<file path="src/svt_pkg.sv">
/*
 * Shared constants, encodings and helper functions of the supervisor timing block.
 * Assumes a single 100 MHz clock; every millisecond figure is counted in ticks of
 * a one-millisecond enable produced inside the top module.
 */
package svt_pkg;

	// Clock and tick timing.
	localparam int CLK_PERIOD_NS  = 10;
	localparam int TICK_PERIOD_NS = 1000000;
	localparam int TICK_CYCLES    = TICK_PERIOD_NS / CLK_PERIOD_NS;

	// Input glitch suppression: a least time, rounded up to whole cycles.
	localparam int GLITCH_NS     = 50;
	localparam int GLITCH_CYCLES = (GLITCH_NS + CLK_PERIOD_NS - 1) / CLK_PERIOD_NS;

	// Millisecond counters.
	localparam int MS_W = 11;
	localparam logic [10:0] POR_MS_0        = 11'd50;
	localparam logic [10:0] POR_MS_1        = 11'd200;
	localparam logic [10:0] POR_MS_2        = 11'd400;
	localparam logic [10:0] POR_MS_3        = 11'd800;
	localparam logic [10:0] WDOG_MS_0       = 11'd1400;
	localparam logic [10:0] WDOG_MS_1       = 11'd200;
	localparam logic [10:0] WDOG_MS_2       = 11'd25;
	localparam logic [10:0] WDOG_RST1_MS    = 11'd200;
	localparam logic [10:0] WDOG_RST2_MS    = 11'd25;
	localparam logic [10:0] NV_WRITE_TYP_MS = 11'd5;
	localparam logic [10:0] NV_WRITE_MAX_MS = 11'd10;

	// Configuration field layout and factory values.
	localparam int CFG_WDOG_LSB = 0;
	localparam int CFG_POR_LSB  = 2;
	localparam logic [1:0] POR_SEL_RST  = 2'h1;
	localparam logic [1:0] WDOG_SEL_RST = 2'h3;
	localparam logic [1:0] WDOG_SEL_OFF = 2'h3;

	// Register byte offsets.
	localparam logic [7:0] REG_CFG      = 8'h00;
	localparam logic [7:0] REG_STATUS   = 8'h04;
	localparam logic [7:0] REG_INT_STAT = 8'h08;
	localparam logic [7:0] REG_INT_MASK = 8'h0C;

	// Interrupt bit positions.
	localparam int INT_W       = 4;
	localparam int INT_WDOG    = 0;
	localparam int INT_NV_DONE = 1;
	localparam int INT_SUPPLY  = 2;
	localparam int INT_BUS_WR  = 3;

	// Two-wire and AHB bus figures.
	localparam logic [3:0] BITS_PER_BYTE     = 4'd8;
	localparam logic [3:0] MISMATCH_SCL_CLKS = 4'd9;
	localparam logic [1:0] HTRANS_NONSEQ     = 2'h2;

	// Two-wire receiver states, Gray along idle, address, ack, data, data ack.
	typedef enum logic [2:0] {
		SVT_BS_IDLE = 3'h0,
		SVT_BS_ADDR = 3'h1,
		SVT_BS_ACK  = 3'h3,
		SVT_BS_DATA = 3'h2,
		SVT_BS_DACK = 3'h6,
		SVT_BS_SKIP = 3'h7
	} svt_bus_e;

	// Power-on reset delay in milliseconds for a select code.
	function automatic logic [10:0] svt_por_ms(input logic [1:0] sel);
		case (sel)
			2'h0:    svt_por_ms = POR_MS_0;
			2'h1:    svt_por_ms = POR_MS_1;
			2'h2:    svt_por_ms = POR_MS_2;
			default: svt_por_ms = POR_MS_3;
		endcase
	endfunction

	// Watchdog period in milliseconds; the off code returns the shortest period.
	function automatic logic [10:0] svt_wdog_ms(input logic [1:0] sel);
		case (sel)
			2'h0:    svt_wdog_ms = WDOG_MS_0;
			2'h1:    svt_wdog_ms = WDOG_MS_1;
			default: svt_wdog_ms = WDOG_MS_2;
		endcase
	endfunction

endpackage

</file>
<file path="src/svt_deglitch.sv">
/*
 * Two-flop synchroniser followed by a stability filter for one pin.
 * Assumes the pin is asynchronous to clk; output changes only after the
 * synchronised level has held for STABLE consecutive cycles.
 */
`timescale 1ns/1ps
module svt_deglitch #(
	parameter int   STABLE = 5,
	parameter logic INIT   = 1'b1
) (
	input  wire logic clk,
	input  wire logic rst_n,
	input  wire logic pin_in,
	output logic      level_out
);

	logic       meta_r;
	logic       sync_r;
	logic [7:0] stable_cnt_r;

	// Only the second flop reads the first one.
	always_ff @(posedge clk) begin
		if (!rst_n) begin
			meta_r <= INIT;
			sync_r <= INIT;
		end else begin
			meta_r <= pin_in;
			sync_r <= meta_r;
		end
	end

	// A change must persist for STABLE cycles, so narrower pulses never pass.
	always_ff @(posedge clk) begin
		if (!rst_n) begin
			stable_cnt_r <= 8'h00;
			level_out    <= INIT;
		end else if (sync_r == level_out) begin
			stable_cnt_r <= 8'h00;
		end else if (stable_cnt_r >= 8'(STABLE - 1)) begin
			stable_cnt_r <= 8'h00;
			level_out    <= sync_r;
		end else begin
			stable_cnt_r <= stable_cnt_r + 8'h01;
		end
	end

endmodule

</file>
<file path="src/svt_top.sv">
/*
 * Supervisor timing core: power-on and supply-fail reset, watchdog with restart on
 * a two-wire start condition, a write-only two-wire slave that updates the delay
 * and period selects through a self-timed nonvolatile write, and an AHB-Lite
 * register slave with a masked interrupt.
 * Assumes a free-running 100 MHz clk and that rst_n stands for power-on.
 * The bus pins and the supply comparator are asynchronous and are synchronised here.
 */
`timescale 1ns/1ps
// Operation
// After a write ends with stop, run a self-timed nonvolatile write cycle, 10 ms max.
// The bus master waits the write time, or polls for acknowledge.
// Power-on reset delay select: 50, 200, 400 or 800 ms.
// Power-on delay select resets to code 01, giving 200 ms.
// Watchdog period select: 1.4 s, 200 ms, 25 ms, or off.
// Watchdog period select resets to code 11, watchdog off.
// Periods 00 and 01 hold the watchdog output for about 200 ms.
// Period 10 holds the watchdog output for about 25 ms.
// The host makes each restart pulse at least 1 us wide.
// A supply drop below the trip level asserts reset within 5 us.
// Bus input pulses narrower than 50 ns are ignored as glitches.
// A wrong device select returns the slave to standby nine clocks after start.
// At period end assert the watchdog output, then restart counting after timeout.
// While the nonvolatile write runs, writes are ignored and the address not acknowledged.
module svt_top
	import svt_pkg::*;
#(
	parameter int         TICK_CLKS = svt_pkg::TICK_CYCLES,
	parameter logic [6:0] DEV_SEL   = 7'h2A
) (
	input  wire logic        clk,
	input  wire logic        rst_n,
	input  wire logic        hsel,
	input  wire logic [31:0] haddr,
	input  wire logic [1:0]  htrans,
	input  wire logic        hwrite,
	input  wire logic [2:0]  hsize,
	input  wire logic [31:0] hwdata,
	input  wire logic        hready,
	output logic      [31:0] hrdata,
	output logic             hreadyout,
	output logic             hresp,
	input  wire logic        scl_in,
	input  wire logic        sda_in,
	output logic             sda_o,
	output logic             sda_oe,
	input  wire logic        primary_trip_level,
	output logic             sys_reset_n,
	output logic             watchdog_alarm_out,
	output logic             irq
);
	import svt_pkg::*;

	logic             scl_f;
	logic             sda_f;
	logic             scl_q;
	logic             sda_q;
	logic             supply_low;
	logic             supply_low_q;
	logic [31:0]      tick_cnt_r;
	logic             tick_r;
	logic [1:0]       por_delay_sel_r;
	logic [1:0]       wdog_period_sel_r;
	logic             por_active_r;
	logic [MS_W-1:0]  por_ms_r;
	logic [MS_W-1:0]  wd_ms_r;
	logic             wd_fire;
	logic [MS_W-1:0]  wd_timeout_ms;
	svt_bus_e         bus_state_r;
	logic [3:0]       bit_cnt_r;
	logic [3:0]       clk_cnt_r;
	logic [7:0]       shift_r;
	logic [3:0]       pend_cfg_r;
	logic             wr_pend_r;
	logic             nv_busy_r;
	logic [MS_W-1:0]  nv_ms_r;
	logic             nv_commit;
	logic             start_cond;
	logic             stop_cond;
	logic             scl_rise;
	logic             scl_fall;
	logic             addr_ok;
	logic             ahb_wr_r;
	logic [7:0]       ahb_addr_r;
	logic             addr_phase;
	logic [INT_W-1:0] int_stat_r;
	logic [INT_W-1:0] int_mask_r;
	logic [INT_W-1:0] int_set;
	logic [INT_W-1:0] int_clr;

	// glitch filters
	svt_deglitch #(.STABLE(GLITCH_CYCLES), .INIT(1'b1)) u_scl_filt (
		.clk       (clk),
		.rst_n     (rst_n),
		.pin_in    (scl_in),
		.level_out (scl_f)
	);
	svt_deglitch #(.STABLE(GLITCH_CYCLES), .INIT(1'b1)) u_sda_filt (
		.clk       (clk),
		.rst_n     (rst_n),
		.pin_in    (sda_in),
		.level_out (sda_f)
	);

	// supply sense path
	// The comparator only needs synchronising; one filter cycle keeps latency tiny.
	svt_deglitch #(.STABLE(1), .INIT(1'b0)) u_supply_sync (
		.clk       (clk),
		.rst_n     (rst_n),
		.pin_in    (primary_trip_level),
		.level_out (supply_low)
	);

	// Previous filtered levels feed the edge and condition detectors.
	always_ff @(posedge clk) begin
		if (!rst_n) begin
			scl_q        <= 1'b1;
			sda_q        <= 1'b1;
			supply_low_q <= 1'b0;
		end else begin
			scl_q        <= scl_f;
			sda_q        <= sda_f;
			supply_low_q <= supply_low;
		end
	end

	assign start_cond = scl_f & scl_q & sda_q & ~sda_f;
	assign stop_cond  = scl_f & scl_q & ~sda_q & sda_f;
	assign scl_rise   = scl_f & ~scl_q;
	assign scl_fall   = ~scl_f & scl_q;
	assign addr_ok    = (shift_r[7:1] == DEV_SEL) & ~shift_r[0];

	// One-millisecond enable; free running, so each delay may end up to one tick early.
	always_ff @(posedge clk) begin
		if (!rst_n) begin
			tick_cnt_r <= 32'h0000_0000;
			tick_r     <= 1'b0;
		end else if (tick_cnt_r >= 32'(TICK_CLKS - 1)) begin
			tick_cnt_r <= 32'h0000_0000;
			tick_r     <= 1'b1;
		end else begin
			tick_cnt_r <= tick_cnt_r + 32'h0000_0001;
			tick_r     <= 1'b0;
		end
	end

	// factory delay select
	// factory period select
	// Software writes take effect at once; a bus write lands at the end of its write cycle.
	always_ff @(posedge clk) begin
		if (!rst_n) begin
			por_delay_sel_r   <= POR_SEL_RST;
			wdog_period_sel_r <= WDOG_SEL_RST;
		end else if (nv_commit) begin
			por_delay_sel_r   <= pend_cfg_r[CFG_POR_LSB +: 2];
			wdog_period_sel_r <= pend_cfg_r[CFG_WDOG_LSB +: 2];
		end else if (ahb_wr_r && ahb_addr_r == REG_CFG) begin
			por_delay_sel_r   <= hwdata[CFG_POR_LSB +: 2];
			wdog_period_sel_r <= hwdata[CFG_WDOG_LSB +: 2];
		end
	end

	// power-on delay
	// A supply drop restarts the full delay, so reset releases only after recovery.
	always_ff @(posedge clk) begin
		if (!rst_n || supply_low) begin
			por_active_r <= 1'b1;
			por_ms_r     <= '0;
		end else if (por_active_r && tick_r) begin
			if (por_ms_r >= svt_por_ms(por_delay_sel_r) - 11'd1) begin
				por_active_r <= 1'b0;
				por_ms_r     <= '0;
			end else begin
				por_ms_r <= por_ms_r + 11'd1;
			end
		end
	end

	// reset output
	always_ff @(posedge clk) begin
		if (!rst_n) begin
			sys_reset_n <= 1'b0;
		end else begin
			sys_reset_n <= ~(por_active_r | supply_low);
		end
	end

	// long timeout
	// short timeout
	assign wd_timeout_ms = (wdog_period_sel_r == 2'h2) ? WDOG_RST2_MS : WDOG_RST1_MS;

	// period select
	// alarm then resume
	// A start condition on the bus restarts the count, since the host addresses us anyway.
	always_ff @(posedge clk) begin
		if (!rst_n || por_active_r || wdog_period_sel_r == WDOG_SEL_OFF) begin
			wd_ms_r            <= '0;
			watchdog_alarm_out <= 1'b0;
		end else if (watchdog_alarm_out) begin
			if (tick_r) begin
				if (wd_ms_r >= wd_timeout_ms - 11'd1) begin
					watchdog_alarm_out <= 1'b0;
					wd_ms_r            <= '0;
				end else begin
					wd_ms_r <= wd_ms_r + 11'd1;
				end
			end
		end else if (start_cond) begin
			wd_ms_r <= '0;
		end else if (tick_r) begin
			if (wd_ms_r >= svt_wdog_ms(wdog_period_sel_r) - 11'd1) begin
				watchdog_alarm_out <= 1'b1;
				wd_ms_r            <= '0;
			end else begin
				wd_ms_r <= wd_ms_r + 11'd1;
			end
		end
	end

	assign wd_fire = !por_active_r && wdog_period_sel_r != WDOG_SEL_OFF && !watchdog_alarm_out
		&& !start_cond && tick_r && wd_ms_r >= svt_wdog_ms(wdog_period_sel_r) - 11'd1;

	// Two-wire receiver: write only; a byte holds both selects in its low nibble.
	always_ff @(posedge clk) begin
		if (!rst_n) begin
			bus_state_r <= SVT_BS_IDLE;
			bit_cnt_r   <= 4'h0;
			clk_cnt_r   <= 4'h0;
			shift_r     <= 8'h00;
			pend_cfg_r  <= 4'h0;
			wr_pend_r   <= 1'b0;
			sda_oe      <= 1'b0;
		end else if (stop_cond) begin
			bus_state_r <= SVT_BS_IDLE;
			wr_pend_r   <= 1'b0;
			sda_oe      <= 1'b0;
		end else if (start_cond) begin
			bus_state_r <= SVT_BS_ADDR;
			bit_cnt_r   <= 4'h0;
			clk_cnt_r   <= 4'h0;
			wr_pend_r   <= 1'b0;
			sda_oe      <= 1'b0;
		end else begin
			case (bus_state_r)
				SVT_BS_IDLE: begin
					sda_oe <= 1'b0;
				end
				SVT_BS_ADDR: begin
					if (scl_rise) begin
						shift_r   <= {shift_r[6:0], sda_f};
						bit_cnt_r <= bit_cnt_r + 4'h1;
						clk_cnt_r <= clk_cnt_r + 4'h1;
					end else if (scl_fall && bit_cnt_r == BITS_PER_BYTE) begin
						// no ack while busy
						// enables ack polling
						if (addr_ok && !nv_busy_r) begin
							bus_state_r <= SVT_BS_ACK;
							sda_oe      <= 1'b1;
						end else begin
							bus_state_r <= SVT_BS_SKIP;
						end
					end
				end
				SVT_BS_ACK: begin
					if (scl_fall) begin
						sda_oe      <= 1'b0;
						bus_state_r <= SVT_BS_DATA;
						bit_cnt_r   <= 4'h0;
					end
				end
				SVT_BS_DATA: begin
					if (scl_rise) begin
						shift_r   <= {shift_r[6:0], sda_f};
						bit_cnt_r <= bit_cnt_r + 4'h1;
					end else if (scl_fall && bit_cnt_r == BITS_PER_BYTE) begin
						bus_state_r <= SVT_BS_DACK;
						sda_oe      <= 1'b1;
						pend_cfg_r  <= shift_r[3:0];
						wr_pend_r   <= 1'b1;
					end
				end
				SVT_BS_DACK: begin
					if (scl_fall) begin
						sda_oe      <= 1'b0;
						bus_state_r <= SVT_BS_DATA;
						bit_cnt_r   <= 4'h0;
					end
				end
				SVT_BS_SKIP: begin
					// standby after nine
					if (scl_rise) begin
						if (clk_cnt_r >= MISMATCH_SCL_CLKS - 4'h1) begin
							bus_state_r <= SVT_BS_IDLE;
						end else begin
							clk_cnt_r <= clk_cnt_r + 4'h1;
						end
					end
				end
				default: begin
					bus_state_r <= SVT_BS_IDLE;
					sda_oe      <= 1'b0;
				end
			endcase
		end
	end

	// Data output is always low; the pin is open-drain and only the enable moves.
	always_ff @(posedge clk) begin
		sda_o <= 1'b0;
	end

	// self-timed write
	// The typical figure is used, which stays well inside the longest allowed time.
	always_ff @(posedge clk) begin
		if (!rst_n) begin
			nv_busy_r <= 1'b0;
			nv_ms_r   <= '0;
		end else if (!nv_busy_r && stop_cond && wr_pend_r) begin
			nv_busy_r <= 1'b1;
			nv_ms_r   <= '0;
		end else if (nv_busy_r && tick_r) begin
			if (nv_ms_r >= NV_WRITE_TYP_MS - 11'd1) begin
				nv_busy_r <= 1'b0;
				nv_ms_r   <= '0;
			end else begin
				nv_ms_r <= nv_ms_r + 11'd1;
			end
		end
	end

	assign nv_commit = nv_busy_r && tick_r && nv_ms_r >= NV_WRITE_TYP_MS - 11'd1;

	// AHB-Lite address phase: zero wait states, so hready high marks a taken phase.
	assign addr_phase = hsel && hready && htrans == HTRANS_NONSEQ;

	// Latch the write for its data phase, where hwdata stands.
	always_ff @(posedge clk) begin
		if (!rst_n) begin
			ahb_wr_r   <= 1'b0;
			ahb_addr_r <= 8'h00;
		end else begin
			ahb_wr_r   <= addr_phase && hwrite;
			ahb_addr_r <= addr_phase ? haddr[7:0] : ahb_addr_r;
		end
	end

	// Read data is registered at the address edge; unmapped words read as zero.
	always_ff @(posedge clk) begin
		if (!rst_n) begin
			hrdata <= 32'h0000_0000;
		end else if (addr_phase && !hwrite) begin
			case (haddr[7:0])
				REG_CFG:      hrdata <= {28'h0, por_delay_sel_r, wdog_period_sel_r};
				REG_STATUS:   hrdata <= {24'h0, bus_state_r, nv_busy_r, supply_low,
					watchdog_alarm_out, por_active_r, ~sys_reset_n};
				REG_INT_STAT: hrdata <= {28'h0, int_stat_r};
				REG_INT_MASK: hrdata <= {28'h0, int_mask_r};
				default:      hrdata <= 32'h0000_0000;
			endcase
		end
	end

	// The slave holds hreadyout low in reset, then never stalls and always answers OKAY.
	always_ff @(posedge clk) begin
		if (!rst_n) begin
			hreadyout <= 1'b0;
			hresp     <= 1'b0;
		end else begin
			hreadyout <= 1'b1;
			hresp     <= 1'b0;
		end
	end

	// Interrupt events: a set in the same cycle as its clear wins.
	always_comb begin
		int_set              = '0;
		int_set[INT_WDOG]    = wd_fire;
		int_set[INT_NV_DONE] = nv_commit;
		int_set[INT_SUPPLY]  = supply_low & ~supply_low_q;
		int_set[INT_BUS_WR]  = stop_cond & wr_pend_r & ~nv_busy_r;
		int_clr = (ahb_wr_r && ahb_addr_r == REG_INT_STAT) ? hwdata[INT_W-1:0] : '0;
	end

	// Sticky status and mask registers.
	always_ff @(posedge clk) begin
		if (!rst_n) begin
			int_stat_r <= '0;
			int_mask_r <= '0;
		end else begin
			int_stat_r <= (int_stat_r & ~int_clr) | int_set;
			if (ahb_wr_r && ahb_addr_r == REG_INT_MASK) begin
				int_mask_r <= hwdata[INT_W-1:0];
			end
		end
	end

	// Level interrupt, one cycle behind the status it reflects.
	always_ff @(posedge clk) begin
		if (!rst_n) begin
			irq <= 1'b0;
		end else begin
			irq <= |(int_stat_r & int_mask_r);
		end
	end

endmodule

</file>
<file path="config.mk">
export PLATFORM = sky130hd
export DESIGN_NAME = svt_top
export DESIGN_NICKNAME = d
export VERILOG_FILES = /design/src/svt_pkg.sv /design/src/svt_deglitch.sv /design/src/svt_top.sv
export SDC_FILE = /design/constraint.sdc
export NUM_CORES = 1
export LEC_CHECK = 0
export BUFFER_PORTS_ARGS = -buffer_cell sky130_fd_sc_hd__buf_2
export CORE_MARGIN = 4
export CORE_UTILIZATION = 44
export DETAILED_ROUTE_END_ITERATION = 10
export PLACE_DENSITY = 0.67
export SLEW_MARGIN = 20
export SYNTH_ARGS = -nofsm -noshare
export SYNTH_HDL_FRONTEND = slang
export SYNTH_HIERARCHICAL = 1
export SYNTH_SLANG_ARGS = --single-unit
</file>
<file path="constraint.sdc">
create_clock -name clk -period 2.42 [get_ports clk]
set_clock_uncertainty 0.15 [all_clocks]
set_input_delay 0.484 -clock clk [delete_from_list [all_inputs] [get_ports clk]]
set_output_delay 0.484 -clock clk [all_outputs]
set_load 0.005 [all_outputs]
</file>
**Word-level counts from Yosys, hierarchy flattened**

Cells that the tools add are included.
W data, S select, Z words.

- Bits in registers: 186
- Bits of input ports: 77

- Add/subtract/negate cells: 13
- Order comparisons: 10
- Equality and inequality tests: 42
- Multiplexer cells: 60
- Bitwise logic cells: 34
- Reduce and logical (&&, ||, !) cells: 63

Operators with widths:

| cell | count |
|---|---|
| $mux W11 | 14 |
| $ge A11 B11 Y1 | 4 |
| $add A11 B1 Y11 const B | 3 |
| $sub A11 B1 Y11 const B | 3 |
| $add A32 B1 Y32 const B | 1 |
| $eq A8 B4 Y1 const B | 4 |
| $ge A32 B17 Y1 const B | 1 |
| $mux W4 | 8 |
| $pmux W8 S4 | 1 |
| $pmux W10 S3 | 1 |
| $add A8 B1 Y8 const B | 3 |
| $mux W3 | 8 |
| $ne A3 B3 Y1 const B | 8 |
| $pmux W11 S2 | 1 |
| $logic_and A1 B1 Y1 | 19 |
| $mux W1 | 18 |
| $ne A2 B2 Y1 const B | 9 |
| $not A1 Y1 | 18 |
| $ge A8 B3 Y1 const B | 2 |
| $logic_not A8 Y1 | 2 |
| $pmux W4 S2 | 2 |
| $reduce_and A8 Y1 | 2 |
| $pmux W3 S5 | 1 |
| $reduce_and A2 Y1 | 6 |
| 37 further kinds | 83 |

**Logic depth before layout (Yosys ltp)**

Gate-level depths: netlist of the first run.

- Depth after elaboration: 12
- Gate-level depth with buffers: 10
- Gate-level depth less buffers: 9

**Cells and area by module**

Netlist of the first run, hierarchy kept.

Modules (own cells, without submodules):

| module | instances | cells an instance | area an instance (um2) | sequential area each (um2) |
|---|---|---|---|---|
| svt_top | 1 | 703 | 6377.4 | 2582.5 |
| svt_deglitch at u_scl_filt ... | 2 | 30 | 359.1 | 220.2 |
| svt_deglitch at u_supply_sync | 1 | 6 | 78.8 | 60.1 |

**Worst setup path after synthesis of the first run**

OpenSTA, ideal clock, no wires.

- Path kind: reg2reg
- Start point: register wdog_period_sel_r[0]
- End point: register wd_ms_r[1]
- Library setup time: 0.081 ns
- Arrival time: 2.038 ns
- Required time: 2.189 ns
- Setup slack: 0.151 ns
- Cell stages (with the launch flop): 9
- Path through: dfxtp_1 > nand2b_1 > inv_1 > ha_1 > or4_4 > a2111oi_4 > a221oi_2 > buf_6 > a211oi_2

- Word-level cells in the longest chain between the ends: 12

RTL lines:

| item | line | RTL |
|---|---|---|
| from (decl) | svt_top.sv:63 | `logic [1:0] wdog_period_sel_r;` |
| from (signal assigned) | svt_top.sv:156 | `wdog_period_sel_r <= pend_cfg_r[CFG_WDOG_LSB +: 2];` |
| from (signal assigned) | svt_top.sv:159 | `wdog_period_sel_r <= hwdata[CFG_WDOG_LSB +: 2];` |
| $eq A2 B1 Y1 / $logic_not A2 Y1 (equally long branches) | svt_pkg.sv:78 | `case (sel)` |
| $pmux W11 S2 | svt_pkg.sv:78 |  |
| $mux W11 | svt_top.sv:210 | `end else if (tick_r) begin` |
| $mux W11 | svt_top.sv:208 | `end else if (start_cond) begin` |
| $mux W11 | svt_top.sv:199 | `end else if (watchdog_alarm_out) begin` |
| $mux W11 | svt_top.sv:196 | `if (!rst_n \|\| por_active_r \|\| wdog_period_sel_r == WDOG_SEL_OFF) begin` |
| $sub A11 B1 Y11 | svt_top.sv:211 | `if (wd_ms_r >= svt_wdog_ms(wdog_period_sel_r) - 11'd1) begin` |
| $ge A11 B11 Y1 | svt_top.sv:211 |  |
| $mux W11 | svt_top.sv:211 |  |
| $mux W11 | svt_top.sv:210 |  |
| $mux W11 | svt_top.sv:208 |  |
| $mux W11 | svt_top.sv:199 |  |
| to (signal assigned) | svt_top.sv:205 | `wd_ms_r <= wd_ms_r + 11'd1;` |
| to (signal assigned) | svt_top.sv:215 | `wd_ms_r <= wd_ms_r + 11'd1;` |
| to (decl) | svt_top.sv:66 | `logic [MS_W-1:0] wd_ms_r;` |

Parallel ways exist; a longest one is shown, timed or not. The select of a mux whose other input is x is not followed.
A chain may end at the register's enable or synchronous reset.

**Worst setup path in the final report of the first run**

- Start point: register wdog_period_sel_r[1]
- End point: register wd_ms_r[9]

Same word-level chain as after synthesis.

==> results of run 1 <==
## area by class of cell
type | count | area (sq um)
timing repair buffer | 56 | 351.6
tap | 216 | 270.3
multi-input combinational | 584 | 3886
clock inverter | 11 | 117.6
sequential | 154 | 3083
inverter | 30 | 112.6
clock buffer | 21 | 480.5
fill | 1486 | 7641
## power groups by stage
stage	sequential, uW	clock [uW]	combinational [uW]
3_5_place_dp	2670	0	209
5_1_grt	2620	2840	243
6_report	2610	2650	214
3_3_place_gp	2670	0	207
2_1_floorplan	2650	0	183
4_1_cts	2610	2720	211
## cells in the mapped netlist, drive strengths merged, types with 3 or more instances
library cell	count
dfxtp	154
nor2	98
nand2	60
ha	44
a21oi	41
buf	33
nand3	31
inv	29
xor2	27
mux2i	25
xnor2	19
clkbuf	16
o21ai	15
a211oi	14
nand2b	14
nand4	14
nor3	14
a22oi	13
nor4	11
and3	10
nor2b	9
a31oi	8
and2	6
a211o	4
conb	4
mux4	4
nand3b	4
nand4b	4
and4b	3
nor3b	3
o31ai	3
or2	3
or3	3
## how the worst max path moves through the flow
stage | end | slack (ps)
floorplan | wd_ms_r[1] | 150
global placement | wd_ms_r[10] | 40
detailed placement | wd_ms_r[10] | 30
CTS | wd_ms_r[10] | 4
global route | wd_ms_r[10] | 20
finish | wd_ms_r[9] | 80
## metal layers
metal / up-vias / track usage / share of wire
li1: 2758 / - / -
met1: 2542 / 0.2094 / 0.49
met2: 61 / 0.2467 / 0.47
met3: 9 / 0.04160 / 0.039
met4: 0 / 0.05655 / 0.0092
met5: - / 0 / 0
## per-stage QoR
step                instances  instance area [sq um]  hold WS (ps)
floorplan                 817                   7355         236.3
global placement         1039                   7650         239.7
detailed placement       1039                   7650         247.5
CTS                      1071                   8248         72.96
global route             1072                   8302         87.60
finish                   1072                   8302         91.83
## state kept, by name, indices dropped and copies added (netlist names), 2 cells and up
signal,flops
pend_cfg_r,4
ahb_addr_r,8
nv_ms_r,11
por_ms_r,11
bit_cnt_r,4
u_sda_filt/stable_cnt_r,8
por_delay_sel_r,2
wd_ms_r,11
shift_r,8
int_stat_r,4
u_scl_filt/stable_cnt_r,8
int_mask_r,4
hrdata,8
tick_cnt_r,32
bus_state_r,3
clk_cnt_r,4
wdog_period_sel_r,2
## logic make-up (layout without fill, tap and decap cells)
family | after synthesis | count (layout) | synth area share
AOI/OAI and AO/OA | 114 | 114 | 0.1125
xor gates and xnor gates | 46 | 46 | 0.05616
adders and majority gates | 44 | 44 | 0.07674
buffers and inverters | 79 | 118 | 0.05964
DFF | 154 | 154 | 0.4297
muxes | 29 | 29 | 0.04744
other | 4 | 52 | 0.002092
and+or+nand+nor | 299 | 299 | 0.2157
## placed cells by master, fill, tap and decap left out, types with 11 or more instances in the layout
| master | count |
|---|---|
| a211oi_2 | 11 |
| dfxtp_1 | 154 |
| nand2_1 | 60 |
| nand4_1 | 12 |
| buf_4 | 20 |
| nor3_1 | 14 |
| a21oi_1 | 39 |
| nand2b_1 | 13 |
| ha_1 | 42 |
| nand3_1 | 31 |
| clkbuf_16 | 17 |
| mux2i_1 | 25 |
| o21ai_0 | 12 |
| nor2_1 | 98 |
| inv_1 | 27 |
| buf_2 | 34 |
| conb_1 | 52 |
| xnor2_1 | 19 |
| xor2_1 | 27 |
| a22oi_1 | 13 |
==> summary.txt, run 1 <==
Critical path
  • CP required: 2610 ps
  • CP startpoint kind: flip-flop
  • Crit path cell chain: buf_4 > or2_4 > ha_1 > a211o_1 > a21oi_2 > o211ai_1 > buf_4 > a211oi_2
  • Crit path max-delay family: compound AO/OA/AOI/OAI gates
  • Worst R2R Start: wdog_period_sel_r[1]
  • Arr. time, crit path: 2520 ps
  • FF-to-FF path depth: 8
  • Critical path fanouts, max: 8
  • Reg-to-Reg End: wd_ms_r[9]
  • R2R Setup Slk: 80 ps
  • Most common cell on crit path: buf_4
  • Critical Path Slowest Stage Cell: dfxtp_1
  • Crit Path Class: flip-flop to flip-flop
  • Critical Path Start: wdog_period_sel_r[1]
  • Worst path max stage delay: 320 ps
  • Crit. End Element: flip-flop
  • CP Buf/Inv Count: 2
  • Crit. path cell count: 8

Global routing
  • Vias in the first global route: 4974
  • First-pass GRT wire length: 23.25 mm
  • Initial antenna violation count: 0
  • Gr usage total: 0.1573
  • Largest net degree at the start of global routing: 44
  • GRT overflow: 0

Synthesis
  • FF+latch count, synth: 154
  • Syn_area_per_cell: 9.329 sq um
  • Seq/Total Area, Yosys: 0.4297
  • Mapped Cells: 769
  • Ys async rst share: 0
  • Syn Std Cell Area: 7174 sq um
  • Prevailing post-synth register cell: dfxtp_1
  • Distinct cells, synth: 67
  • Area share of the largest cell type after synthesis: 0.4297
  • Top post-synthesis cells by area: dfxtp_1, ha_1, nor2_1
  • Ys Warns: 6
  • Post-synth EDFFs: 0
  • Area leader, netlist: dfxtp_1

Pwr
  • P_leak: 0.003358 uW
  • PwrDens: 660.0 nW/um^2
  • Int Pwr: 4284 uW
  • Comb power frac: 0.039
  • Maximum vdd drop: 0.5778 mV
  • P_sw: 1196 uW
  • Sw frac: 0.2182
  • Seq pwr share: 0.477
  • Tot Pwr: 5480 uW
  • Clock Power Share: 0.484

STA
  • F_max: 0.4278 GHz
  • Fin. max-slew vios: 0
  • Setup_tns: 0 ps
  • Final min period: 2338 ps
  • Final worst slack: 82.44 ps
  • Slew HR: 0.5737
  • Tightest Pin Transition: 638.6 ps
  • Count of final setup violators: 0
  • Final Hold Fails: 0
  • RSZ-0062 raised after global routing: no
  • Final period util: 0.9659

Flow run
  • Number of max-cap violations: 0

Clock tree
  • Clk sinks: 154
  • Clock-pin slew on the worst setup and hold paths: 60 ps
  • Post-cts resize count: 0
  • CTS Hold Bufs: 0
  • Clock Latency Late Sink: 420 ps
  • CTS Root Cell: clkbuf_16
  • CTS tree: yes
  • Postcts setup bufs: 0
  • Num CTS Buffers: 17
  • Maximum root-to-sink buffer count: 2
  • CTS H-tree lvls: 4

Placement
  • GPL Wtd Cong: 0.8011
  • Detailed Place HPWL: 9.800 mm
  • IO buf count: 34
  • Place WS: 27.87 ps

Finish
  • Fin util: 0.5207
  • Net count, final: 964
  • Layout cell share with drive strength beyond 1: 0.1460
  • N_diodes: 0
  • Layout area overhead: 15.71%

Route
  • Via count: 5370
  • Post-route ant nets: 0
  • Vias per std cell: 5.009
  • DRC Markers: 0
  • Initial drt markers: 329
  • Pre-antenna DRT Iters: 4
  • Routed WL per cell: 12.91 microns
  • WL final: 13.84 mm

Floorplan
  • Site row count: 46
  • Die area: 18410 sq um
  • Starting density of the core: 0.4500
  • Core ar.: 15940 sq um
  • Die width: 135.7 microns
  • Chip height: 135.7 microns
  • IO Pins: 116

Worst hold path
  • Worst hold path depth: 2
  • WHS Endpoint: u_sda_filt/meta_r
  • HP Class: primary input to flip-flop
  • Hold Crit Start: sda_in

Status
  • Outcome: finished, final reports clean
No activity file was read; power rests on OpenSTA's default activity.
==> run 2: changes to the inputs <==
--- a/config.mk
+++ b/config.mk
@@ -13,5 +13,4 @@
 export SLEW_MARGIN = 20
 export SYNTH_ARGS = -nofsm -noshare
 export SYNTH_HDL_FRONTEND = slang
-export SYNTH_HIERARCHICAL = 1
 export SYNTH_SLANG_ARGS = --single-unit
==> summary.txt, run 2 <==
Status
  • Outcome: finished, final reports clean

STA
  • F_max: 0.4246 GHz
  • RSZ-0062 raised after global routing: yes
  • Final min period: 2355 ps
  • Final Hold Fails: 0
  • Fin. max-slew vios: 0
  • Final worst slack: 64.58 ps
  • Setup_tns: 0 ps
  • Final period util: 0.9733
  • Tightest Pin Transition: 551.3 ps
  • Count of final setup violators: 0
  • Slew HR: 0.6320

Route
  • Top Metal Used: met4
  • Metal3 WL: 498 microns
  • Met2 WL: 6.328 mm
  • Post-route ant nets: 0
  • DRC Markers: 0
  • Wl on met1: 6.205 mm
  • Via count: 5172
  • Pre-antenna DRT Iters: 4
  • Routed WL per cell: 12.44 microns
  • Vias per std cell: 4.856
  • WL final: 13.25 mm
  • Initial drt markers: 174

Critical path
  • Critical Path Slowest Stage Cell: dfxtp_1
  • Crit. path cell count: 7
  • Crit Path Class: flip-flop to flip-flop
  • Crit path cell chain: or2_2 > ha_1 > a211o_1 > a21o_1 > a211o_1 > a31o_4 > nor3_1
  • CP required: 2610 ps
  • FF-to-FF path depth: 7
  • CP Buf/Inv Count: 0
  • Critical path fanouts, max: 10
  • Crit path max-delay family: compound AO/OA/AOI/OAI gates
  • Worst path max stage delay: 340 ps
  • Arr. time, crit path: 2540 ps
  • Worst R2R Start: wdog_period_sel_r[1]
  • Critical Path Start: wdog_period_sel_r[1]
  • Worst setup endpoint: wd_ms_r[7]
  • R2R Setup Slk: 60 ps
  • Reg-to-Reg End: wd_ms_r[7]
  • CP startpoint kind: flip-flop
  • Most common cell on crit path: a211o_1
  • Crit. End Element: flip-flop

Global routing
  • Gr usage total: 0.1501
  • Initial antenna violation count: 0
  • First-pass GRT wire length: 22.36 mm
  • Largest net degree at the start of global routing: 68
  • Vias in the first global route: 4909
  • GRT overflow: 0

Pwr
  • PwrDens: 655.4 nW/um^2
  • P_leak: 0.003361 uW
  • Maximum vdd drop: 0.5947 mV

Clock tree
  • Num CTS Buffers: 17
  • CTS Root Cell: clkbuf_16
  • Clock Latency Late Sink: 430 ps
  • Clk sinks: 154
  • CTS Hold Bufs: 0
  • CTS H-tree lvls: 4
  • Maximum root-to-sink buffer count: 2
  • CTS tree: yes
  • Clock-pin slew on the worst setup and hold paths: 60 ps

Synthesis
  • Seq/Total Area, Yosys: 0.4330
  • Mapped Cells: 770
  • Ys Warns: 0
  • Synth top cells by count: dfxtp_1, nor2_1, nand2_1, ha_1, nor2b_1
  • Most common cell in the synthesized netlist: dfxtp_1
  • Syn Std Cell Area: 7121 sq um
  • Ys async rst share: 0
  • Distinct cells, synth: 65
  • Prevailing post-synth register cell: dfxtp_1
  • Top post-synthesis cells by area: dfxtp_1, ha_1, nor2_1
  • FF+latch count, synth: 154
  • Post-synth EDFFs: 0
  • Area share of the largest cell type after synthesis: 0.4330
  • Area leader, netlist: dfxtp_1
  • Syn_area_per_cell: 9.248 sq um

Placement
  • Detailed Place HPWL: 9.399 mm
  • Place WS: -56.96 ps
  • IO buf count: 34
  • GPL Wtd Cong: 0.8183

Floorplan
  • Chip height: 135.2 microns
  • Site row count: 46
  • Starting density of the core: 0.4483
  • Die area: 18280 sq um
  • Die width: 135.2 microns
  • Core ar.: 15890 sq um
  • IO Pins: 116

Finish
  • Most common cell after layout, fill and taps aside: dfxtp_1
  • N_diodes: 0
  • Multi-input gate area: 3837 sq um
  • Layout area overhead: 15.22%
  • Net count, final: 955
  • Layout cell share with drive strength beyond 1: 0.1237
  • FF/Latch Area: 3084 sq um
  • Fill cells: 1494
  • Most flops, register: tick_cnt_r
  • Most frequent cells in the layout: dfxtp_1, nor2_1, nand2_1
  • Max FFs per register: 32

Flow run
  • Number of max-cap violations: 0

Worst hold path
  • Hold Crit Start: sda_in
  • HP Class: primary input to flip-flop
-- run 2: changes by cell type after synthesis, moves of 10 or more --
| cell | change |
|---|---|
| a211oi_2 | -10 |
| a21boi_1 | +13 |
| a21oi_1 | -16 |
| clkbuf_1 | +12 |
| nor2_1 | -22 |
| nor2b_1 | +23 |
| nor3_1 | +11 |
| o21ai_0 | -10 |
-- run 2: cell type report --
type | count | share of cell area
multi-input combinational | 581 | 0.4677
sequential | 154 | 0.3759
clock buffer | 19 | 0.05399
timing repair buffer | 51 | 0.03782
tap | 216 | 0.03294
clock inverter | 13 | 0.01739
inverter | 31 | 0.01418
-- run 2: through the flow --
| step | hold WS [ps] | total power, uW | instances | area [sq um] | util |
|---|---|---|---|---|---|
| after global routing | 84.58 | 5579 | 1065 | 8204 | 0.5165 |
| after detailed placement | 242.2 | 2823 | 1033 | 7586 | 0.4776 |
| after floorplan | 236.3 | 2794 | 820 | 7316 | - |
| after global placement | 239.1 | 2819 | 1033 | 7586 | 0.4776 |
| final | 87.73 | 5377 | 1065 | 8204 | 0.5165 |
| after CTS | 69.36 | 5438 | 1065 | 8178 | 0.5148 |
-- run 2: routing by layer --
metal	GRT usage	vias up
met5	0	-
met4	0.05319	0
met3	0.04606	20
met2	0.2486	56
met1	0.1853	2386
li1	-	2710
-- run 2: worst min-delay path by stage --
| stage | end | slack (ps) | cells past startpoint |
|---|---|---|---|
| 6_report | u_sda_filt.meta_r | 90 | 2 |
| 2_1_floorplan | u_scl_filt.sync_r | 240 | 1 |
| 3_5_place_dp | u_scl_filt.sync_r | 240 | 1 |
| 4_1_cts | u_sda_filt.meta_r | 70 | 2 |
| 3_3_place_gp | u_scl_filt.sync_r | 240 | 1 |
| 5_1_grt | u_sda_filt.meta_r | 80 | 2 |
-- run 2: cells by family after synthesis --
family | Yosys count | share of synthesized area
compound gates | 96 | 0.09278
xor+xnor | 50 | 0.06150
fa+ha+maj | 42 | 0.07380
buf+inv | 85 | 0.05957
flops | 154 | 0.4330
mux | 33 | 0.05553
other cells | 2 | 0.001055
simple gates | 308 | 0.2228
-- run 2: what timing repair did --
item | CTS | global route
gates resized for setup | 1 | 8
setup endpoints to repair | 10 | 12
buffers inserted | 0 | 0
-- run 2: where the power goes --
part           switching [uW]  internal [uW]
clock network            1060           1550
registers                22.8           2580
logic                    95.5           74.0
total                    1180           4200
